File: src/core/adc_scan_pkg.sv
package adc_scan_pkg;
	localparam int unsigned NUM_CH = 16;
	localparam int unsigned RES_W = 10;
	localparam int unsigned CLK_MHZ = 250;
	localparam int unsigned TICK_US = 40;
	localparam int unsigned TICK_CYCLES = TICK_US * CLK_MHZ;
	localparam logic [7:0] OFF_CONTROL = 8'h00;
	localparam logic [7:0] OFF_DELAY = 8'h04;
	localparam logic [7:0] OFF_STATUS = 8'h08;
	localparam logic [7:0] OFF_SINGLE = 8'h0C;
	localparam logic [7:0] OFF_REPEAT = 8'h10;
	localparam logic [7:0] OFF_RESULT0 = 8'h14;
	localparam logic [7:0] OFF_RESULT15 = 8'h50;
	localparam logic [7:0] OFF_IRQ_MASK = 8'h60;
	localparam int unsigned CTL_ENABLE = 0;
	localparam int unsigned CTL_SINGLE = 1;
	localparam int unsigned CTL_REPEAT = 2;
	localparam int unsigned CTL_RPT_DONE = 6;
	localparam int unsigned CTL_SGL_DONE = 7;
	localparam int unsigned IRQ_RPT = 0;
	localparam int unsigned IRQ_SGL = 1;
	localparam int unsigned DLY_START_LSB = 0;
	localparam int unsigned DLY_RPT_LSB = 16;
	localparam logic [31:0] RST_WORD = 32'h0000_0000;
	localparam logic [1:0] HTRANS_NONSEQ = 2'h2;

	typedef struct packed {
		logic req;
		logic [3:0] chan;
	} conv_req_t;

	typedef struct packed {
		logic done;
		logic [RES_W-1:0] data;
	} conv_rsp_t;
endpackage

File: src/core/adc_result_mem.sv
`timescale 1ns/10ps
`default_nettype none
module adc_result_mem #(
	parameter int DEPTH = 16,
	parameter int WIDTH = 10
) (
	input wire logic core_clk_i,
	input wire logic wr_en_i,
	input wire logic [$clog2(DEPTH)-1:0] wr_addr_i,
	input wire logic [WIDTH-1:0] wr_data_i,
	input wire logic [$clog2(DEPTH)-1:0] rd_addr_i,
	output logic [WIDTH-1:0] rd_data_o
);
	// no reset on the array; read data is registered for a coherent word
	logic [WIDTH-1:0] mem [DEPTH];

	always_ff @(posedge core_clk_i) begin
		if (wr_en_i) begin
			mem[wr_addr_i] <= wr_data_i;
		end
		rd_data_o <= mem[rd_addr_i];
	end
endmodule
`default_nettype wire

File: src/core/adc_scan_sequencer.sv
// The AHB-Lite interface to the registers was decided locally.
`timescale 1ns/10ps
`default_nettype none
module adc_scan_sequencer
	import adc_scan_pkg::*;
#(
	parameter int unsigned TICK_DIV = TICK_CYCLES
) (
	input wire logic core_clk_i,
	input wire logic rst_b_i,
	input wire logic hsel_i,
	input wire logic [31:0] haddr_i,
	input wire logic [1:0] htrans_i,
	input wire logic hwrite_i,
	input wire logic [2:0] hsize_i,
	input wire logic [31:0] hwdata_i,
	input wire logic hready_i,
	output logic [31:0] hrdata_o,
	output logic hreadyout_o,
	output logic hresp_o,
	output adc_scan_pkg::conv_req_t conv_req_o,
	input wire adc_scan_pkg::conv_rsp_t conv_rsp_i,
	output logic irq_o
);
	import adc_scan_pkg::*;

	typedef enum logic [3:0] {
		S_IDLE = 4'b0001,
		S_PICK = 4'b0010,
		S_CONV = 4'b0100,
		S_WAIT = 4'b1000
	} seq_state_t;

	function automatic logic [4:0] lowest_set(input logic [15:0] m);
		lowest_set = 5'h10;
		for (int i = 15; i >= 0; i--) begin
			if (m[i]) begin
				lowest_set = 5'(i);
			end
		end
	endfunction

	////////////////////////////////////////////////////////////////////////////////
	// bus slave
	logic [7:0] a_addr_reg;
	logic a_wr_reg, a_rd_reg, rd_pend_reg;
	logic [31:0] rdata_reg;
	logic [31:0] delay_reg, single_mask_reg, repeat_mask_reg;
	logic [15:0] done_reg, done_next;
	logic en_reg, start_single_reg, start_repeat_reg, sgl_done_reg, rpt_done_reg;
	logic [1:0] irq_mask_reg;
	logic [RES_W-1:0] mem_rd;
	logic [3:0] scan_ch_reg;

	wire take = hsel_i && hready_i && htrans_i[1];
	wire wr_now = a_wr_reg;
	wire [31:0] wd = hwdata_i;
	wire wr_ctl = wr_now && a_addr_reg == OFF_CONTROL;
	wire wr_dly = wr_now && a_addr_reg == OFF_DELAY;
	wire wr_sts = wr_now && a_addr_reg == OFF_STATUS;
	wire wr_sgl = wr_now && a_addr_reg == OFF_SINGLE;
	wire wr_rpt = wr_now && a_addr_reg == OFF_REPEAT;
	wire wr_msk = wr_now && a_addr_reg == OFF_IRQ_MASK;
	wire is_res = a_addr_reg >= OFF_RESULT0 && a_addr_reg <= OFF_RESULT15;
	wire [7:0] res_off = a_addr_reg - OFF_RESULT0;
	wire [3:0] res_idx = res_off[5:2];
	wire [31:0] ctl_word = {24'h0, sgl_done_reg, rpt_done_reg, 3'h0, start_repeat_reg,
		start_single_reg, en_reg};
	wire [31:0] rd_mux = a_addr_reg == OFF_CONTROL ? ctl_word :
		a_addr_reg == OFF_DELAY ? delay_reg :
		a_addr_reg == OFF_STATUS ? {16'h0, done_reg} :
		a_addr_reg == OFF_SINGLE ? single_mask_reg :
		a_addr_reg == OFF_REPEAT ? repeat_mask_reg :
		a_addr_reg == OFF_IRQ_MASK ? {30'h0, irq_mask_reg} :
		is_res ? {22'h0, mem_rd} : 32'h0000_0000;

	// reads take one wait cycle so the result memory can answer
	always_ff @(posedge core_clk_i or negedge rst_b_i) begin
		if (!rst_b_i) begin
			a_addr_reg <= 8'h00;
			a_wr_reg <= 1'b0;
			a_rd_reg <= 1'b0;
			rd_pend_reg <= 1'b0;
			hreadyout_o <= 1'b1;
			hrdata_o <= RST_WORD;
			hresp_o <= 1'b0;
		end else begin
			hresp_o <= 1'b0;
			if (take) begin
				a_addr_reg <= haddr_i[7:0];
			end
			a_wr_reg <= take && hwrite_i;
			a_rd_reg <= take && !hwrite_i;
			hreadyout_o <= !(take && !hwrite_i);
			rd_pend_reg <= a_rd_reg;
			if (a_rd_reg) begin
				hrdata_o <= rd_mux;
			end
		end
	end

	// the read index comes from the address phase so the word is ready in the data phase
	wire [7:0] take_off = haddr_i[7:0] - OFF_RESULT0;
	adc_result_mem #(.DEPTH(NUM_CH), .WIDTH(RES_W)) u_mem (
		.core_clk_i(core_clk_i),
		.wr_en_i(conv_rsp_i.done && conv_req_o.req),
		.wr_addr_i(scan_ch_reg),
		.wr_data_i(conv_rsp_i.data),
		.rd_addr_i(take ? take_off[5:2] : res_idx),
		.rd_data_o(mem_rd)
	);

	////////////////////////////////////////////////////////////////////////////////
	// tick prescaler and delay timer
	logic [$clog2(TICK_DIV)-1:0] pre_reg;
	logic [15:0] wait_reg;
	logic waiting_reg, rpt_pend_reg, cur_rpt_reg;
	wire tick = pre_reg == ($clog2(TICK_DIV))'(TICK_DIV - 1);

	// held at zero outside waits so every wait counts whole ticks from its load
	always_ff @(posedge core_clk_i or negedge rst_b_i) begin
		if (!rst_b_i) begin
			pre_reg <= '0;
		end else begin
			pre_reg <= (tick || !waiting_reg) ? '0 : pre_reg + 1'b1;
		end
	end

	////////////////////////////////////////////////////////////////////////////////
	// scan sequencer
	seq_state_t state_reg;
	logic [15:0] scan_mask_reg;
	wire [4:0] nxt = lowest_set(scan_mask_reg);
	wire rpt_rise = wr_ctl && wd[CTL_REPEAT] && !start_repeat_reg;
	wire begin_scan = state_reg == S_IDLE && en_reg && (start_single_reg || rpt_pend_reg);
	// single wins when both are pending; a pending repeat pass runs right after it
	wire begin_sgl = begin_scan && start_single_reg;
	wire begin_rpt = begin_scan && !start_single_reg;
	wire conv_end = state_reg == S_CONV && conv_rsp_i.done;
	wire scan_end = state_reg == S_PICK && nxt[4];
	wire [15:0] ch_hot = 16'h0001 << scan_ch_reg;

	always_ff @(posedge core_clk_i or negedge rst_b_i) begin
		if (!rst_b_i) begin
			state_reg <= S_IDLE;
			scan_mask_reg <= 16'h0000;
			scan_ch_reg <= 4'h0;
			cur_rpt_reg <= 1'b0;
			conv_req_o <= '0;
		end else begin
			case (state_reg)
				S_IDLE: begin
					if (begin_scan) begin
						scan_mask_reg <= begin_sgl ? single_mask_reg[15:0] :
							repeat_mask_reg[15:0];
						cur_rpt_reg <= !begin_sgl;
						state_reg <= S_PICK;
					end
				end
				S_PICK: begin
					if (nxt[4]) begin
						state_reg <= S_IDLE;
					end else begin
						scan_ch_reg <= nxt[3:0];
						scan_mask_reg[nxt[3:0]] <= 1'b0;
						conv_req_o <= '{req: 1'b1, chan: nxt[3:0]};
						state_reg <= S_CONV;
					end
				end
				S_CONV: begin
					if (conv_rsp_i.done) begin
						conv_req_o <= '0;
						state_reg <= S_PICK;
					end
				end
				default: state_reg <= S_IDLE;
			endcase
		end
	end

	// repeat scheduling: start delay, then interval restarted at each pass end
	always_ff @(posedge core_clk_i or negedge rst_b_i) begin
		if (!rst_b_i) begin
			waiting_reg <= 1'b0;
			wait_reg <= 16'h0000;
			rpt_pend_reg <= 1'b0;
		end else begin
			if (rpt_rise) begin
				wait_reg <= delay_reg[DLY_START_LSB +: 16];
				waiting_reg <= 1'b1;
			end else if (scan_end && cur_rpt_reg && start_repeat_reg) begin
				wait_reg <= delay_reg[DLY_RPT_LSB +: 16];
				waiting_reg <= 1'b1;
			end else if (waiting_reg && wait_reg == 16'h0) begin
				waiting_reg <= 1'b0;
				rpt_pend_reg <= start_repeat_reg;
			end else if (waiting_reg && tick) begin
				wait_reg <= wait_reg - 16'h0001;
			end
			if (begin_rpt || !start_repeat_reg) begin
				rpt_pend_reg <= 1'b0;
			end
		end
	end

	////////////////////////////////////////////////////////////////////////////////
	// registers and flags
	// a completion in the clearing cycle wins, so no finished channel goes unseen
	assign done_next = (done_reg & ~(wr_sts ? wd[15:0] : 16'h0)) | (conv_end ? ch_hot : 16'h0);

	always_ff @(posedge core_clk_i or negedge rst_b_i) begin
		if (!rst_b_i) begin
			delay_reg <= RST_WORD;
			single_mask_reg <= RST_WORD;
			repeat_mask_reg <= RST_WORD;
			done_reg <= 16'h0000;
			en_reg <= 1'b0;
			start_single_reg <= 1'b0;
			start_repeat_reg <= 1'b0;
			sgl_done_reg <= 1'b0;
			rpt_done_reg <= 1'b0;
			irq_mask_reg <= 2'h0;
			irq_o <= 1'b0;
		end else begin
			if (wr_dly) delay_reg <= wd;
			if (wr_sgl) single_mask_reg <= {16'h0, wd[15:0]};
			if (wr_rpt) repeat_mask_reg <= {16'h0, wd[15:0]};
			if (wr_msk) irq_mask_reg <= wd[1:0];
			done_reg <= done_next;
			if (wr_ctl) begin
				en_reg <= wd[CTL_ENABLE];
				start_repeat_reg <= wd[CTL_REPEAT];
			end
			if (begin_sgl) begin
				start_single_reg <= 1'b0;
			end else if (wr_ctl && wd[CTL_SINGLE]) begin
				start_single_reg <= 1'b1;
			end
			if (begin_sgl) begin
				sgl_done_reg <= 1'b0;
			end else if (scan_end && !cur_rpt_reg) begin
				sgl_done_reg <= 1'b1;
			end else if (wr_ctl && wd[CTL_SGL_DONE]) begin
				sgl_done_reg <= 1'b0;
			end
			if (begin_rpt) begin
				rpt_done_reg <= 1'b0;
			end else if (scan_end && cur_rpt_reg) begin
				rpt_done_reg <= 1'b1;
			end else if (wr_ctl && wd[CTL_RPT_DONE]) begin
				rpt_done_reg <= 1'b0;
			end
			irq_o <= |({sgl_done_reg, rpt_done_reg} & irq_mask_reg);
		end
	end

	////////////////////////////////////////////////////////////////////////////////
	// checks
	a_done_sets: assert property (@(posedge core_clk_i) disable iff (!rst_b_i)
		conv_end |=> done_reg[$past(scan_ch_reg)]) else $error("channel flag not set");
	a_w0_keeps: assert property (@(posedge core_clk_i) disable iff (!rst_b_i)
		(done_reg != 16'h0 && !wr_sts) |=> (done_reg & $past(done_reg)) == $past(done_reg))
		else $error("flag lost without write");
	a_sgl_clear: assert property (@(posedge core_clk_i) disable iff (!rst_b_i)
		begin_sgl |=> !start_single_reg) else $error("single start stuck");
	a_scan_done: assert property (@(posedge core_clk_i) disable iff (!rst_b_i)
		(scan_end && !cur_rpt_reg) |=> sgl_done_reg) else $error("single done missing");
	a_rpt_done: assert property (@(posedge core_clk_i) disable iff (!rst_b_i)
		(scan_end && cur_rpt_reg) |=> rpt_done_reg) else $error("repeat done missing");
	a_order_up: assert property (@(posedge core_clk_i) disable iff (!rst_b_i)
		(conv_end ##1 (state_reg == S_PICK && !nxt[4])) |=> scan_ch_reg > $past(scan_ch_reg, 2))
		else $error("channel order broken");
	a_sgl_nodelay: assert property (@(posedge core_clk_i) disable iff (!rst_b_i)
		(start_single_reg && en_reg && state_reg == S_IDLE) |=> state_reg == S_PICK)
		else $error("single scan delayed");
	a_new_clears: assert property (@(posedge core_clk_i) disable iff (!rst_b_i)
		begin_rpt |=> !rpt_done_reg) else $error("repeat done not cleared");
	a_res_zero: assert property (@(posedge core_clk_i) disable iff (!rst_b_i)
		(rd_pend_reg && $past(is_res)) |-> hrdata_o[31:RES_W] == 22'h0)
		else $error("result high bits set");
	c_single: cover property (@(posedge core_clk_i) begin_sgl);
	c_repeat: cover property (@(posedge core_clk_i) begin_rpt);
	c_back: cover property (@(posedge core_clk_i) scan_end && start_single_reg);
	c_irq: cover property (@(posedge core_clk_i) irq_o);
endmodule
`default_nettype wire

File: config.mk
export PLATFORM = sky130hd
export DESIGN_NAME = adc_scan_sequencer
export DESIGN_NICKNAME = d
export VERILOG_FILES = /design/src/core/adc_scan_pkg.sv /design/src/core/adc_result_mem.sv /design/src/core/adc_scan_sequencer.sv
export SDC_FILE = /design/constraint.sdc
export NUM_CORES = 1
export LEC_CHECK = 0
export BUFFER_PORTS_ARGS = -buffer_cell sky130_fd_sc_hd__buf_2
export CORE_UTILIZATION = 40
export DETAILED_ROUTE_END_ITERATION = 10
export PLACE_DENSITY = 0.57
export SETUP_SLACK_MARGIN = 0.15
export SLEW_MARGIN = 20
export SYNTH_ARGS = -nofsm -noshare
export SYNTH_HDL_FRONTEND = slang
export SYNTH_HIERARCHICAL = 1
export SYNTH_SLANG_ARGS = --single-unit
File: constraint.sdc
create_clock -name core_clk_i -period 3 [get_ports core_clk_i]
set_clock_uncertainty 0.05 [all_clocks]
set_input_delay 0.9 -clock core_clk_i [delete_from_list [all_inputs] [get_ports core_clk_i]]
set_output_delay 0.9 -clock core_clk_i [all_outputs]
set_load 0.01 [all_outputs]
==> metrics <==
status=completed; H-tree depth=2; RSZ-0062 raised after global routing=false; Clock transition at path regs=0.06 ns; Worst-Skew Late Latency=0.54 ns; Initial DRT Pass Iterations=6; leak pwr=7.33 nW; Unique masters post-synth=86; DP HPWL=27.0 mm; switching share of power=0.284; adder-cell area share of the yosys netlist=0.00239; die area=40100 µm²; Port Buf Inserts=95; vias in the first global route=10367; register area share after synthesis=0.625; mux cell area share after synthesis=0.126; final std cells w/o fill=1824; # rows=72; first-pass GRT wire length=62.0 mm; number of antenna-violating nets in the routed design=0; largest net degree at the start of global routing=57; grt ovf=0; GP Congestion=0.850; worst min-delay path class=in2async; CP Cell Sequence=buf_2 -> nand3_2 -> mux2i_4 -> ha_1 -> inv_1 -> buf_12 -> buf_4 -> mux4_1 -> a22oi_1 -> nand2_1; clock share of power=0.359; vias per cell=5.57; Worst VDD drop=0.000585 V; Req. time, crit path=3.37 ns; Switch Pwr=3.80 mW; syn_nets=1219; CP max FO=32; Yosys warnings=6; post-synth top area share=0.306; number of synthesized register bits=362; All-Layer GR Usage=0.202; area leader, netlist=edfxtp_1; Worst Tran Pin Value=0.875 ns; reg-to-reg endpoint=u_mem/rd_data_o[5]; final hold violation count=0; fraction of registers with async set/reset=0.530; Avg Cell Area, Syn=13.9 µm²; Sequential Power Share=0.465; Final setup viols=0; Fmax=0.386 GHz; post-synthesis xor/xnor area fraction=0.0106; Period minus WS final=2.59 ns; drt drc=0; WP data arrival=2.96 ns; final cell utilization of the core=0.476; synth top area cells=edfxtp_1, dfrtp_1, mux2_2, mux4_2, nand2_1; Pint=9.61 mW; core area=38600 µm²; worst r2r src=a_addr_reg[2]; initial drt markers=753; peak per-stage delay on the critical path=0.33 ns; largest family of logic cells by synthesized area=multiplexers; total power=13.4 mW; Largest register FFs=160; number of flops mapped to enable cells by yosys=160; nature of the critical path endpoint=flop; # nets final=1365; Synth Area in Compound Gates=0.104; most frequent cells after synthesis=dfrtp_1, edfxtp_1, nand2_1; total setup buffers inserted after CTS=0; FF-to-FF setup slack=0.42 ns; clock sink total=362; crit start category=input port; CTS Hold Bufs=0; Worst Slack Setup Final=0.411 ns; number of fillers in the final layout=3462; CTS Buf Count=39; crit share post-route=0.863; Final Max Slew Viols=0; die height=200 µm; main flop type after synthesis=dfrtp_1; Cell Area, Synth=15700 µm²; Horiz. Die Dim=200 µm; Worst path slowest cell=ha_1; layout overhead on the synthesized area=17.1%; max-cap violations=0; # diodes=0; WL final=39.6 mm; CTS tree=built; Post-Synth Simple-Gate Area=0.108; initial antenna violation count=2; power density cells=729 nW/µm²; cell count after synthesis=1131; CTS max path bufs=3; slew margin rel.=0.411; vias=10153; worst setup path class=in2reg; Root Driver=clkbuf_16; most common cell in the netlist=dfrtp_1; Gate power share=0.176; starting density of the core=0.406; Boundary Pins=125; Worst R2R Path Depth=8; pre-CTS WS=-0.331 ns; drt wl/cell=21.7 µm; Placed Cells=1754; layout cell share with drive strength beyond 1=0.273
==> cells by family after synthesis <==
family | count (synthesis)
buffers and inverters | 73
and+or+nand+nor | 314
AOI/OAI and AO/OA | 225
other | 1
DFF | 362
xor gates and xnor gates | 19
muxes | 134
adders and majority gates | 3
==> repair_timing <==
item                                   4_1_cts  5_1_grt
setup endpoints to repair                    0        3
gates resized for setup                      0        1
endpoints found under the hold margin        0        0
==> per-layer routing <==
layer  GRT usage  vias up  wire length (µm)
li1            -     4637                 -
met2       0.335      246             19600
met3      0.0361       81              1850
met5           0        -                21
met1       0.265     5185             16900
met4      0.0706        4              1230
==> cell type report <==
type,instances,area (µm²),area share
clock buffers,52,1100,0.0596
flip-flops and latches,362,9810,0.533
inverters,16,60.1,0.00327
repair buffers,162,1050,0.0571
multi-input cells,696,5540,0.301
well taps,518,648,0.0352
clock inverters,18,190,0.0103
==> critical path: cells and delay by family <==
family | cells | cell delay (ns)
simple gates | 2 | 0.29
mux | 2 | 0.53
fa+ha+maj | 1 | 0.33
compound gates | 1 | 0.31
buf+inv | 4 | 0.58
==> worst max path at each step <==
stage,from,endpoint,cells past startpoint
global placement,htrans_i[1],u_mem/rd_data_o[5],9
detailed placement,htrans_i[1],u_mem/rd_data_o[5],9
floorplan,htrans_i[1],u_mem/rd_data_o[2],8
global route,a_addr_reg[2],u_mem/rd_data_o[5],8
finish,htrans_i[1],u_mem/rd_data_o[5],10
CTS,htrans_i[1],u_mem/rd_data_o[5],9
==> placed cells by master (no fill, tap or decap), types with 12 or more instances in the layout <==
cell type	instances
a21oi_1	41
a22o_1	17
a22oi_1	35
buf_2	94
buf_4	62
clkbuf_16	40
dfrtp_1	190
edfxtp_1	160
inv_1	15
mux2_2	67
mux2i_1	21
mux4_1	12
mux4_2	28
nand2_1	98
nand3_1	22
nor2_1	80
nor3_1	14
o21ai_0	33
o2bb2ai_1	16
xnor2_1	12
==> stage by stage <==
stage	TNS, ns	cell area [µm²]	hold slack [ns]
2_1_floorplan	0	15700	0.383
3_3_place_gp	-2.23	17100	0.402
3_5_place_dp	-2.49	17100	0.402
4_1_cts	0	18400	0.302
5_1_grt	0	18400	0.317
6_report	0	18400	0.283
==> power by group through the flow <==
stage               logic (mW)  clock network (mW)  registers [mW]
global placement          2.36                   0            6.32
CTS                       2.40                4.91            6.23
detailed placement        2.39                   0            6.32
floorplan                 1.50                   0            6.14
finish                    2.36                4.81            6.24
global route              2.59                5.10            6.30
(Power assumes the default switching activity.)
